===== src/hdl/csfr_pkg.sv =====
// package for the cpu status flag register block
package csfr_pkg;

  // register offsets on the axi4-lite slave
  localparam logic [3:0] ADDR_FLAGS = 4'h0;
  localparam logic [3:0] ADDR_IRQ_STATUS = 4'h4;
  localparam logic [3:0] ADDR_IRQ_MASK = 4'h8;

  // flag bit positions
  localparam int BIT_BORROW_OUT = 0;
  localparam int BIT_NIBBLE_CARRY = 1;
  localparam int BIT_NULL_RESULT = 2;
  localparam int BIT_SIGNED_WRAP = 3;
  localparam int BIT_POWER_DOWN = 4;
  localparam int BIT_WDOG_EXPIRED = 5;

  // interrupt status bit positions
  localparam int EVT_WDOG = 0;
  localparam int EVT_SLEEP = 1;
  localparam int EVT_WRITE = 2;
  localparam int EVT_NUM = 3;

  localparam logic [7:0] FLAGS_RESET = 8'h00;
  localparam logic [EVT_NUM-1:0] EVT_RESET = 3'h0;
  localparam logic [1:0] RESP_OKAY = 2'h0;
  localparam logic [1:0] RESP_SLVERR = 2'h2;

  // which arithmetic flags an alu operation updates
  typedef struct packed {
    logic borrow_out;
    logic nibble_carry;
    logic null_result;
    logic signed_wrap;
  } csfr_flag_sel_s;

  // alu result presented to the flag register
  typedef struct packed {
    logic valid;
    csfr_flag_sel_s sel;
    logic is_sub;
    logic is_rotate;
    logic rotate_out;
    logic [7:0] op_a;
    logic [7:0] op_b;
    logic [7:0] result;
  } csfr_alu_s;

endpackage

===== src/hdl/csfr_flag_reg.sv =====
// cpu status flag register with axi4-lite access and event interrupt
`timescale 1ns/1ps
`default_nettype none

// Behaviour
// - bits 7 and 6 are unimplemented and always read zero.
// - a data write leaves watchdog and power-down flags untouched.
// - watchdog bit cleared by reset, watchdog clear or sleep; set on expiry.
// - power-down bit cleared by reset or watchdog clear; set by sleep.
// - carry bit set on add carry or subtract without borrow.
// - rotate through carry loads carry bit with the bit shifted out.
// - nibble carry set on low nibble carry or no nibble borrow.
// - zero bit set when the operation result is zero.
// - overflow set when carry into msb differs from carry out.
// - system flags reset to zero; arithmetic flags software writable.
module csfr_flag_reg (
  input wire logic mclk, // system clock
  input wire logic reset_n, // async power-up reset, active low
  input wire csfr_pkg::csfr_alu_s alu_in, // alu result and flag selects
  input wire logic insn_wr_valid, // instruction writes the flag register
  input wire logic [7:0] insn_wr_data, // data of that write
  input wire logic wdog_clear, // watchdog clear instruction executed
  input wire logic sleep_entry, // sleep entry instruction executed
  input wire logic wdog_expire, // watchdog timer expired
  output logic [7:0] flags_out, // current flag register value
  input wire logic [3:0] s_axi_awaddr, // write address
  input wire logic s_axi_awvalid, // write address valid
  output logic s_axi_awready, // write address ready
  input wire logic [31:0] s_axi_wdata, // write data
  input wire logic [3:0] s_axi_wstrb, // write strobes
  input wire logic s_axi_wvalid, // write data valid
  output logic s_axi_wready, // write data ready
  output logic [1:0] s_axi_bresp, // write response
  output logic s_axi_bvalid, // write response valid
  input wire logic s_axi_bready, // write response ready
  input wire logic [3:0] s_axi_araddr, // read address
  input wire logic s_axi_arvalid, // read address valid
  output logic s_axi_arready, // read address ready
  output logic [31:0] s_axi_rdata, // read data
  output logic [1:0] s_axi_rresp, // read response
  output logic s_axi_rvalid, // read data valid
  input wire logic s_axi_rready, // read data ready
  output logic irq // level interrupt, unmasked event pending
);

  logic [3:0] arith_q;
  logic pd_q;
  logic wd_q;
  logic [csfr_pkg::EVT_NUM-1:0] irq_status_q;
  logic [csfr_pkg::EVT_NUM-1:0] irq_mask_q;
  logic aw_held_q;
  logic w_held_q;
  logic [3:0] awaddr_q;
  logic [31:0] wdata_q;
  logic wstrb0_q;
  logic bvalid_q;
  logic [1:0] bresp_q;
  logic rvalid_q;
  logic [1:0] rresp_q;
  logic [31:0] rdata_q;

  // alu flag arithmetic
  logic [8:0] sum9;
  logic [4:0] sum5;
  logic [7:0] sum7;
  logic [7:0] opb_eff;
  logic cin;
  logic carry_out;
  logic nib_carry;
  logic carry_msb_in;

  // subtraction done as a + ~b + 1, so carry out means no borrow
  assign opb_eff = alu_in.is_sub ? ~alu_in.op_b : alu_in.op_b;
  assign cin = alu_in.is_sub;
  assign sum9 = {1'b0, alu_in.op_a} + {1'b0, opb_eff} + {8'h00, cin};
  assign sum5 = {1'b0, alu_in.op_a[3:0]} + {1'b0, opb_eff[3:0]} +
                {4'h0, cin};
  assign sum7 = {1'b0, alu_in.op_a[6:0]} + {1'b0, opb_eff[6:0]} +
                {7'h00, cin};
  assign carry_out = sum9[8];
  assign nib_carry = sum5[4];
  assign carry_msb_in = sum7[7];

  // write channel fire, both halves present
  logic wr_fire;
  logic [3:0] wr_addr;
  logic [31:0] wr_data;
  logic wr_lane0;
  assign wr_addr = aw_held_q ? awaddr_q : s_axi_awaddr;
  assign wr_data = w_held_q ? wdata_q : s_axi_wdata;
  assign wr_lane0 = w_held_q ? wstrb0_q : s_axi_wstrb[0];
  assign wr_fire = (aw_held_q | s_axi_awvalid) & (w_held_q | s_axi_wvalid) &
                   ~bvalid_q;
  assign s_axi_awready = ~aw_held_q & ~bvalid_q;
  assign s_axi_wready = ~w_held_q & ~bvalid_q;

  logic sw_flag_wr;
  logic sw_stat_wr;
  logic sw_mask_wr;
  logic addr_ok;
  assign addr_ok = (wr_addr == csfr_pkg::ADDR_FLAGS) ||
                   (wr_addr == csfr_pkg::ADDR_IRQ_STATUS) ||
                   (wr_addr == csfr_pkg::ADDR_IRQ_MASK);
  assign sw_flag_wr = wr_fire & wr_lane0 &
                      (wr_addr == csfr_pkg::ADDR_FLAGS);
  assign sw_stat_wr = wr_fire & wr_lane0 &
                      (wr_addr == csfr_pkg::ADDR_IRQ_STATUS);
  assign sw_mask_wr = wr_fire & wr_lane0 &
                      (wr_addr == csfr_pkg::ADDR_IRQ_MASK);

  // write-address and write-data holding
  always_ff @(posedge mclk or negedge reset_n)
  begin
    if (!reset_n)
    begin
      aw_held_q <= 1'b0;
      w_held_q <= 1'b0;
      awaddr_q <= 4'h0;
      wdata_q <= 32'h0000_0000;
      wstrb0_q <= 1'b0;
    end
    else if (wr_fire)
    begin
      aw_held_q <= 1'b0;
      w_held_q <= 1'b0;
    end
    else
    begin
      if (s_axi_awvalid && s_axi_awready)
      begin
        aw_held_q <= 1'b1;
        awaddr_q <= s_axi_awaddr;
      end
      if (s_axi_wvalid && s_axi_wready)
      begin
        w_held_q <= 1'b1;
        wdata_q <= s_axi_wdata;
        wstrb0_q <= s_axi_wstrb[0];
      end
    end
  end

  // write response
  always_ff @(posedge mclk or negedge reset_n)
  begin
    if (!reset_n)
    begin
      bvalid_q <= 1'b0;
      bresp_q <= csfr_pkg::RESP_OKAY;
    end
    else if (wr_fire)
    begin
      bvalid_q <= 1'b1;
      bresp_q <= addr_ok ? csfr_pkg::RESP_OKAY : csfr_pkg::RESP_SLVERR;
    end
    else if (s_axi_bready)
    begin
      bvalid_q <= 1'b0;
    end
  end
  assign s_axi_bvalid = bvalid_q;
  assign s_axi_bresp = bresp_q;

  // arithmetic flags: software write, then instruction write, then alu;
  // alu outcome wins since it is the latest operation in that cycle
  always_ff @(posedge mclk or negedge reset_n)
  begin
    if (!reset_n)
    begin
      arith_q <= csfr_pkg::FLAGS_RESET[3:0];
    end
    else if (alu_in.valid)
    begin
      if (alu_in.sel.borrow_out)
      begin
        arith_q[csfr_pkg::BIT_BORROW_OUT] <= alu_in.is_rotate ?
          alu_in.rotate_out : carry_out;
      end
      if (alu_in.sel.nibble_carry)
      begin
        arith_q[csfr_pkg::BIT_NIBBLE_CARRY] <= nib_carry;
      end
      if (alu_in.sel.null_result)
      begin
        arith_q[csfr_pkg::BIT_NULL_RESULT] <=
          (alu_in.result == 8'h00);
      end
      if (alu_in.sel.signed_wrap)
      begin
        arith_q[csfr_pkg::BIT_SIGNED_WRAP] <=
          carry_msb_in ^ carry_out;
      end
      // unselected flags hold
    end
    else if (insn_wr_valid)
    begin
      arith_q <= insn_wr_data[3:0];
    end
    else if (sw_flag_wr)
    begin
      arith_q <= wr_data[3:0];
    end
  end

  // system flags: never written by data writes
  always_ff @(posedge mclk or negedge reset_n)
  begin
    if (!reset_n)
    begin
      pd_q <= 1'b0;
      wd_q <= 1'b0;
    end
    else
    begin
      if (wdog_clear || sleep_entry)
      begin
        wd_q <= 1'b0;
      end
      else if (wdog_expire)
      begin
        wd_q <= 1'b1;
      end
      if (wdog_clear)
      begin
        pd_q <= 1'b0;
      end
      else if (sleep_entry)
      begin
        pd_q <= 1'b1;
      end
    end
  end

  // unimplemented upper bits are constant zero; each field has one driver
  always_comb
  begin
    flags_out = 8'h00;
    flags_out[3:0] = arith_q;
    flags_out[csfr_pkg::BIT_POWER_DOWN] = pd_q;
    flags_out[csfr_pkg::BIT_WDOG_EXPIRED] = wd_q;
  end

  // interrupt events; set wins over a clear in the same cycle
  logic [csfr_pkg::EVT_NUM-1:0] evt;
  assign evt[csfr_pkg::EVT_WDOG] = wdog_expire;
  assign evt[csfr_pkg::EVT_SLEEP] = sleep_entry;
  assign evt[csfr_pkg::EVT_WRITE] = insn_wr_valid;

  genvar gi;
  generate
    for (gi = 0; gi < csfr_pkg::EVT_NUM; gi++)
    begin : g_evt
      logic st_q;
      always_ff @(posedge mclk or negedge reset_n)
      begin
        if (!reset_n)
        begin
          st_q <= 1'b0;
        end
        else if (evt[gi])
        begin
          st_q <= 1'b1;
        end
        else if (sw_stat_wr && wr_data[gi])
        begin
          st_q <= 1'b0;
        end
      end
      assign irq_status_q[gi] = st_q;
    end
  endgenerate

  always_ff @(posedge mclk or negedge reset_n)
  begin
    if (!reset_n)
    begin
      irq_mask_q <= csfr_pkg::EVT_RESET;
    end
    else if (sw_mask_wr)
    begin
      irq_mask_q <= wr_data[csfr_pkg::EVT_NUM-1:0];
    end
  end
  assign irq = |(irq_status_q & irq_mask_q);

  // read channel, one read outstanding
  always_ff @(posedge mclk or negedge reset_n)
  begin
    if (!reset_n)
    begin
      rvalid_q <= 1'b0;
      rdata_q <= 32'h0000_0000;
      rresp_q <= csfr_pkg::RESP_OKAY;
    end
    else if (s_axi_arvalid && !rvalid_q)
    begin
      rvalid_q <= 1'b1;
      rresp_q <= csfr_pkg::RESP_OKAY;
      case (s_axi_araddr)
        csfr_pkg::ADDR_FLAGS:
          rdata_q <= {24'h00_0000, flags_out};
        csfr_pkg::ADDR_IRQ_STATUS:
          rdata_q <= {29'h0000_0000, irq_status_q};
        csfr_pkg::ADDR_IRQ_MASK:
          rdata_q <= {29'h0000_0000, irq_mask_q};
        default:
        begin
          rdata_q <= 32'h0000_0000;
          rresp_q <= csfr_pkg::RESP_SLVERR;
        end
      endcase
    end
    else if (s_axi_rready)
    begin
      rvalid_q <= 1'b0;
    end
  end
  assign s_axi_arready = ~rvalid_q;
  assign s_axi_rvalid = rvalid_q;
  assign s_axi_rdata = rdata_q;
  assign s_axi_rresp = rresp_q;

endmodule
`default_nettype wire


===== config.mk =====
export PLATFORM = sky130hd
export DESIGN_NAME = csfr_flag_reg
export DESIGN_NICKNAME = d
export VERILOG_FILES = /design/src/hdl/csfr_pkg.sv /design/src/hdl/csfr_flag_reg.sv
export SDC_FILE = /design/constraint.sdc
export NUM_CORES = 1
export LEC_CHECK = 0
export ABC_AREA = 1
export BUFFER_PORTS_ARGS = -buffer_cell sky130_fd_sc_hd__clkbuf_2
export CORE_MARGIN = 2
export CORE_UTILIZATION = 38
export CTS_CLUSTER_SIZE = 14
export DETAILED_ROUTE_END_ITERATION = 8
export PLACE_DENSITY = 0.81
export SYNTH_ARGS = -nofsm -noshare
export SYNTH_HDL_FRONTEND = slang
export SYNTH_SLANG_ARGS = --single-unit

===== constraint.sdc =====
create_clock -name mclk -period 1.65 [get_ports mclk]
set_clock_uncertainty 0.15 [all_clocks]
set_input_delay 0.165 -clock mclk [delete_from_list [all_inputs] [get_ports mclk]]
set_output_delay 0.165 -clock mclk [all_outputs]
set_load 0.02 [all_outputs]

==> results of run 1 <==
[through the flow]
stage | power (mW) | hold WS (ns) | cells | setup WS (ns) | TNS [ns]
3_3_place_gp | 2.46 | 0.0641 | 452 | -0.131 | -0.361
2_1_floorplan | 2.14 | -0.281 | 327 | 0.0133 | 0
3_5_place_dp | 2.51 | 0.0629 | 452 | -0.160 | -0.442
4_1_cts | 3.11 | 0.000597 | 471 | 0.0257 | 0
6_report | 3.17 | -0.00302 | 473 | 0.0125 | 0
5_1_grt | 3.42 | 0.00897 | 473 | -0.0290 | -0.153
[Yosys cell counts, drive strengths merged]
cell	instances
inv	37
o21ai	27
xor2	7
o211ai	1
nand2	79
nand3	13
o41ai	1
conb	1
a21oi	20
a31oi	1
nor4	3
o31ai	3
clkbuf	1
a211oi	1
ha	7
buf	35
mux2	1
o22ai	1
nor3b	1
and2	1
nor2	19
dfrtp	33
or2	3
o21a	2
[worst max-delay path: stages (launching register included)]
cell and delay [ns]:
dfrtp_2 0.46, o21ai_2 0.20, inv_1 0.11, nor3b_4 0.21
nand2_2 0.09, mux2_4 0.30
[layout make-up]
type,instances,area (um2),area share [%]
clock buffer,8,80.1,2.80
inverter,37,139,4.85
multi-input combinational,221,1130,39.5
sequential,33,828,28.9
tap,72,90.1,3.15
timing repair buffer,102,596,20.8
[power by group through the flow]
stage | Combinational, mW | Clock (mW) | Sequential (mW)
5_1_grt | 1.56 | 0.621 | 1.23
3_5_place_dp | 1.30 | 0 | 1.21
6_report | 1.39 | 0.570 | 1.21
3_3_place_gp | 1.26 | 0 | 1.20
2_1_floorplan | 0.906 | 0 | 1.23
4_1_cts | 1.32 | 0.586 | 1.20
[layer usage]
metal	vias to the layer above	part of all wire [%]	track usage (%)
met5	-	0	0
met1	969	40	17.1
met4	0	1.8	5.93
met3	8	5.6	3.82
li1	1095	-	-
met2	62	52	29.6
[flip-flops by register name, indices dropped and copies added, names as in the netlist, 3 cells and up]
signal,count
s_axi_rdata,6
g_evt.st_q,3
arith_q,4
wdata_q,4
awaddr_q,4
irq_mask_q,3
[final timing paths]
path | end | slack (ns) | cells after the start
setup / recovery | irq_mask_q[2]$_DFFE_PN0P_ | 0.01 | 5
hold / removal | wdata_q[1]$_DFFE_PN0P_ | -0.003 | 3
setup reg to reg | irq_mask_q[2]$_DFFE_PN0P_ | 0.01 | 5
hold reg to reg | s_axi_rdata[1]$_DFFE_PN0P_ | 0.33 | 2
max in group asynchronous | aw_held_q$_DFFE_PN0P_ | 0.74 | 3
min in group asynchronous | wd_q$_DFFE_PN0P_ | 0.29 | 3
[cell families after synthesis]
kind of cell    share of synthesized area, %
compound gates                          14.1
xor+xnor                                2.76
fa+ha+maj                               3.95
buf+inv                                 18.2
flops                                   37.2
mux                                    0.676
other cells                            0.169
simple gates                            22.9
[what timing repair did]
item	CTS	global route
setup endpoints to repair	2	8
endpoints found under the hold margin	44	0
pin swaps	0	2
hold buffers	11	0
gates resized for setup	1	13
buffers inserted	0	2
gates cloned	0	0
==> results.toml, run 1 <==
[power]
vdd_drop_max_v = 0.000420
clock_power_share_pct = 18.0
p_leak_nw = 1.60
sw_frac_of_total_pct = 40.2
internal_power_mw = 1.89
power_switching_mw = 1.27
seqPwrFrac_pct = 38.2
p_comb_share_pct = 43.8
p_per_area_nw_per_um2 = 1110

[synthesis]
synth_top_area_cell = "dfrtp_1"
netlist_area_um2 = 2220
avgSynthCellArea_um2 = 7.45
synth_top_area_share_pct = 37.2
syn_inst = 298
synth_cell_types = 32
seq_area_frac_synth_pct = 37.2
ys_top_cells_by_area = "dfrtp_1 (37%), nand2_1 (13%), buf_4 (11%), inv_1 (6.1%), o21ai_0 (5.0%)"
ys_warn_count = 0
ys_ff_latch = 33

[critical_path]
critPathKind = "register to register"
crit_path_end_kind = "register"
r2r-start = "aw_held_q$_DFFE_PN0P_"
required_ns = 1.66
cp_max_fo = 7
startpoint = "aw_held_q$_DFFE_PN0P_"
arrival_ns = 1.65
cp-start-kind = "register"

[detailed_routing]
drc = 0
ant_nets = 0
via_per_inst = 4.51
wirelength_mm = 4.93
first_pass_iters = 4
drt-initial-drc-count = 88
wl_per_cell_um = 10.4
vias = 2134

[place]
gp_congestion = 0.820
portBuffers = 79
placed_cell_area_um2 = 2620
dpl.hpwl_mm = 3.89

[timing]
fin_crit_ns = 1.64
post-route-period-util_pct = 99.2
hold_violations = 1
max_freq_ghz = 0.611
holdWs_ns = -0.00302
slew_viol_final = 0
rsz0062_at_grt = "true"
setup_violations = 0

[hold_path]
hold_path.class = "primary input to register"
hp-start = "s_axi_wdata[1]"

[layout]
final_cell_area_um2 = 2860
mostFrequentLayoutCell = "clkbuf_2"
nNetsFinal = 502
drive_above_1_share_pct = 29.2
layout_common_cells = "clkbuf_2 (78), nand2_1 (75), inv_1 (36)"
n_fill_cell = 559
antenna_cells = 0
syn2layout_area_growth_pct = 29.0
final_util_pct = 51.4

[global_routing]
grt-ovfl-total = 0
grt_max_degree = 34
grt_pass1_wl_mm = 8.12
grt_pass1_vias = 1990
groute.usage.overall_pct = 15.8
antenna_found_initial = 0

[clock_network]
clk_pin_slew_worst_paths_ns = 0.06
htree_levels = 2
cts_tree = "built"
worstSkewPairLatency_ns = 0.28
cts.path.max_buffers = 2
cts_buffers = 5
cts_root_buf = "clkbuf_8"
cts.sinks = 33

[die]
dieArea_um2 = 6470
row_count = 27
core_um2 = 5570
chipHeight_um = 80.4
initial_core_util_pct = 39.8
ioPinCount = 145
die_w_um = 80.4

[status]
status = "finished with violations"
violations = "negative hold slack"

[flow_run]
maxCapViolCount = 0
Note: power is estimated with default switching activity, not from simulation.
==> run 2: changes to the inputs <==
- SETUP_SLACK_MARGIN: not set -> 0.2
==> results.toml, run 2 (synthesis gave the netlist of run 1 again) <==
[timing]
fin_crit_ns = 1.59
setup_violations = 0
slew_viol_final = 0
fin_setup_tns_ns = 0
post-route-period-util_pct = 96.4
max_freq_ghz = 0.629
hold_violations = 1
rsz0062_at_grt = "true"
holdWs_ns = -0.00668

[layout]
drive_above_1_share_pct = 32.3
final_util_pct = 52.2
syn2layout_area_growth_pct = 31.1
layout_common_cells = "clkbuf_2 (78), nand2_1 (73), inv_1 (36)"
nNetsFinal = 497
mostFrequentLayoutCell = "clkbuf_2"
largest_register_ffs = 6
antenna_cells = 0

[critical_path]
r2r-start = "aw_held_q$_DFFE_PN0P_"
rr_worst_depth = 5
reg2reg_to = "irq_mask_q[2]$_DFFE_PN0P_"
regToRegSetupSlack_ns = 0.06
critPathMaxStageDelay_ns = 0.46
critPathKind = "register to register"
required_ns = 1.66
cp_top_family = "flip-flops"
cp_num_cells = 5
cp_num_buf_inv = 1
critPathSlowestCell = "dfrtp_2"
worstPathCellList = "o21ai_2 > inv_1 > nor3b_4 > nand2_2 > mux2_4"
cp_max_fo = 7
arrival_ns = 1.60
crit_path_end_kind = "register"
cp-start-kind = "register"

[power]
p_per_area_nw_per_um2 = 1160
p_total_mw = 3.39
p_leak_nw = 1.60
vdd_drop_max_v = 0.000506

[place]
gp_congestion = 0.845
dpl.hpwl_mm = 3.99
portBuffers = 79

[clock_network]
cts.sinks = 33
cts_tree = "built"
cts_buffers = 5
worstSkewPairLatency_ns = 0.28
clk_pin_slew_worst_paths_ns = 0.07
cts.path.max_buffers = 2
htree_levels = 2
cts_root_buf = "clkbuf_8"

[global_routing]
grt_pass1_vias = 2010
groute.usage.overall_pct = 16.6
grt_pass1_wl_mm = 8.45
grt_max_degree = 34
grt-ovfl-total = 0
antenna_found_initial = 0

[hold_path]
hold_path.class = "primary input to register"
hold_path_depth = 3
hold_end = "wdata_q[0]$_DFFE_PN0P_"
hp-start = "s_axi_wdata[0]"

[detailed_routing]
vias = 2120
via_per_inst = 4.53
wirelength_mm = 5.16
first_pass_iters = 4
wl_per_cell_um = 11.0
ant_nets = 0
drc = 0
drt-initial-drc-count = 81

[flow_run]
maxCapViolCount = 0

[die]
ioPinCount = 145
core_um2 = 5570
initial_core_util_pct = 39.8
die_w_um = 80.4
chipHeight_um = 80.4
row_count = 27
dieArea_um2 = 6470

[status]
status = "finished with violations"
violations = "negative hold slack"
-- run 2: worst min-delay path: stages --
cell and delay (ns):
clkbuf_2 0.08, inv_1 0.06, o21ai_0 0.08
-- run 2: how the worst max path moves through the flow --
stage	start	end	slack [ns]
floorplan	alu_in[26]	arith_q[3]$_DFFE_PN0P_	0.09
global placement	alu_in[26]	arith_q[3]$_DFFE_PN0P_	-0.11
detailed placement	alu_in[26]	arith_q[3]$_DFFE_PN0P_	-0.13
CTS	aw_held_q$_DFFE_PN0P_	irq_mask_q[2]$_DFFE_PN0P_	0.06
global route	w_held_q$_DFFE_PN0P_	arith_q[0]$_DFFE_PN0P_	-0.03
finish	aw_held_q$_DFFE_PN0P_	irq_mask_q[2]$_DFFE_PN0P_	0.06
-- run 2: timing repair --
item | 4_1_cts | 5_1_grt
pin swaps | 4 | 1
hold buffers | 8 | 0
resized for setup | 13 | 15
hold endpoints to repair | 41 | 0
buffers inserted | 2 | 0
endpoints found under the setup margin | 15 | 22
-- run 2: area by class of cell --
cell class | count | area, um2
Fill cell | 551 | 2670
Timing Repair Buffer | 97 | 564
Multi-Input combinational cell | 221 | 1180
Sequential cell | 33 | 830
Clock buffer | 7 | 96.3
Tap cell | 72 | 90.1
Inverter | 37 | 139
Clock inverter | 1 | 5.00
-- run 2: per-layer routing --
layer / part of all wire, % / GRT usage [%]
met5: 0 / 0
met4: 1.5 / 5.76
met3: 6.0 / 4.04
met2: 52 / 29.8
met1: 41 / 19.2
-- run 2: power breakdown --
part | internal (mW) | switching, mW | total [mW]
clock network | 0.377 | 0.279 | 0.655
registers | 1.04 | 0.201 | 1.24
logic | 0.613 | 0.881 | 1.49
-- run 2: metrics by stage --
stage	setup WS (ns)	instances	instance area [um2]
floorplan	0.0901	327	2360
global placement	-0.105	450	2620
detailed placement	-0.131	450	2620
CTS	0.0577	468	2870
global route	-0.0297	468	2910
finish	0.0602	468	2910
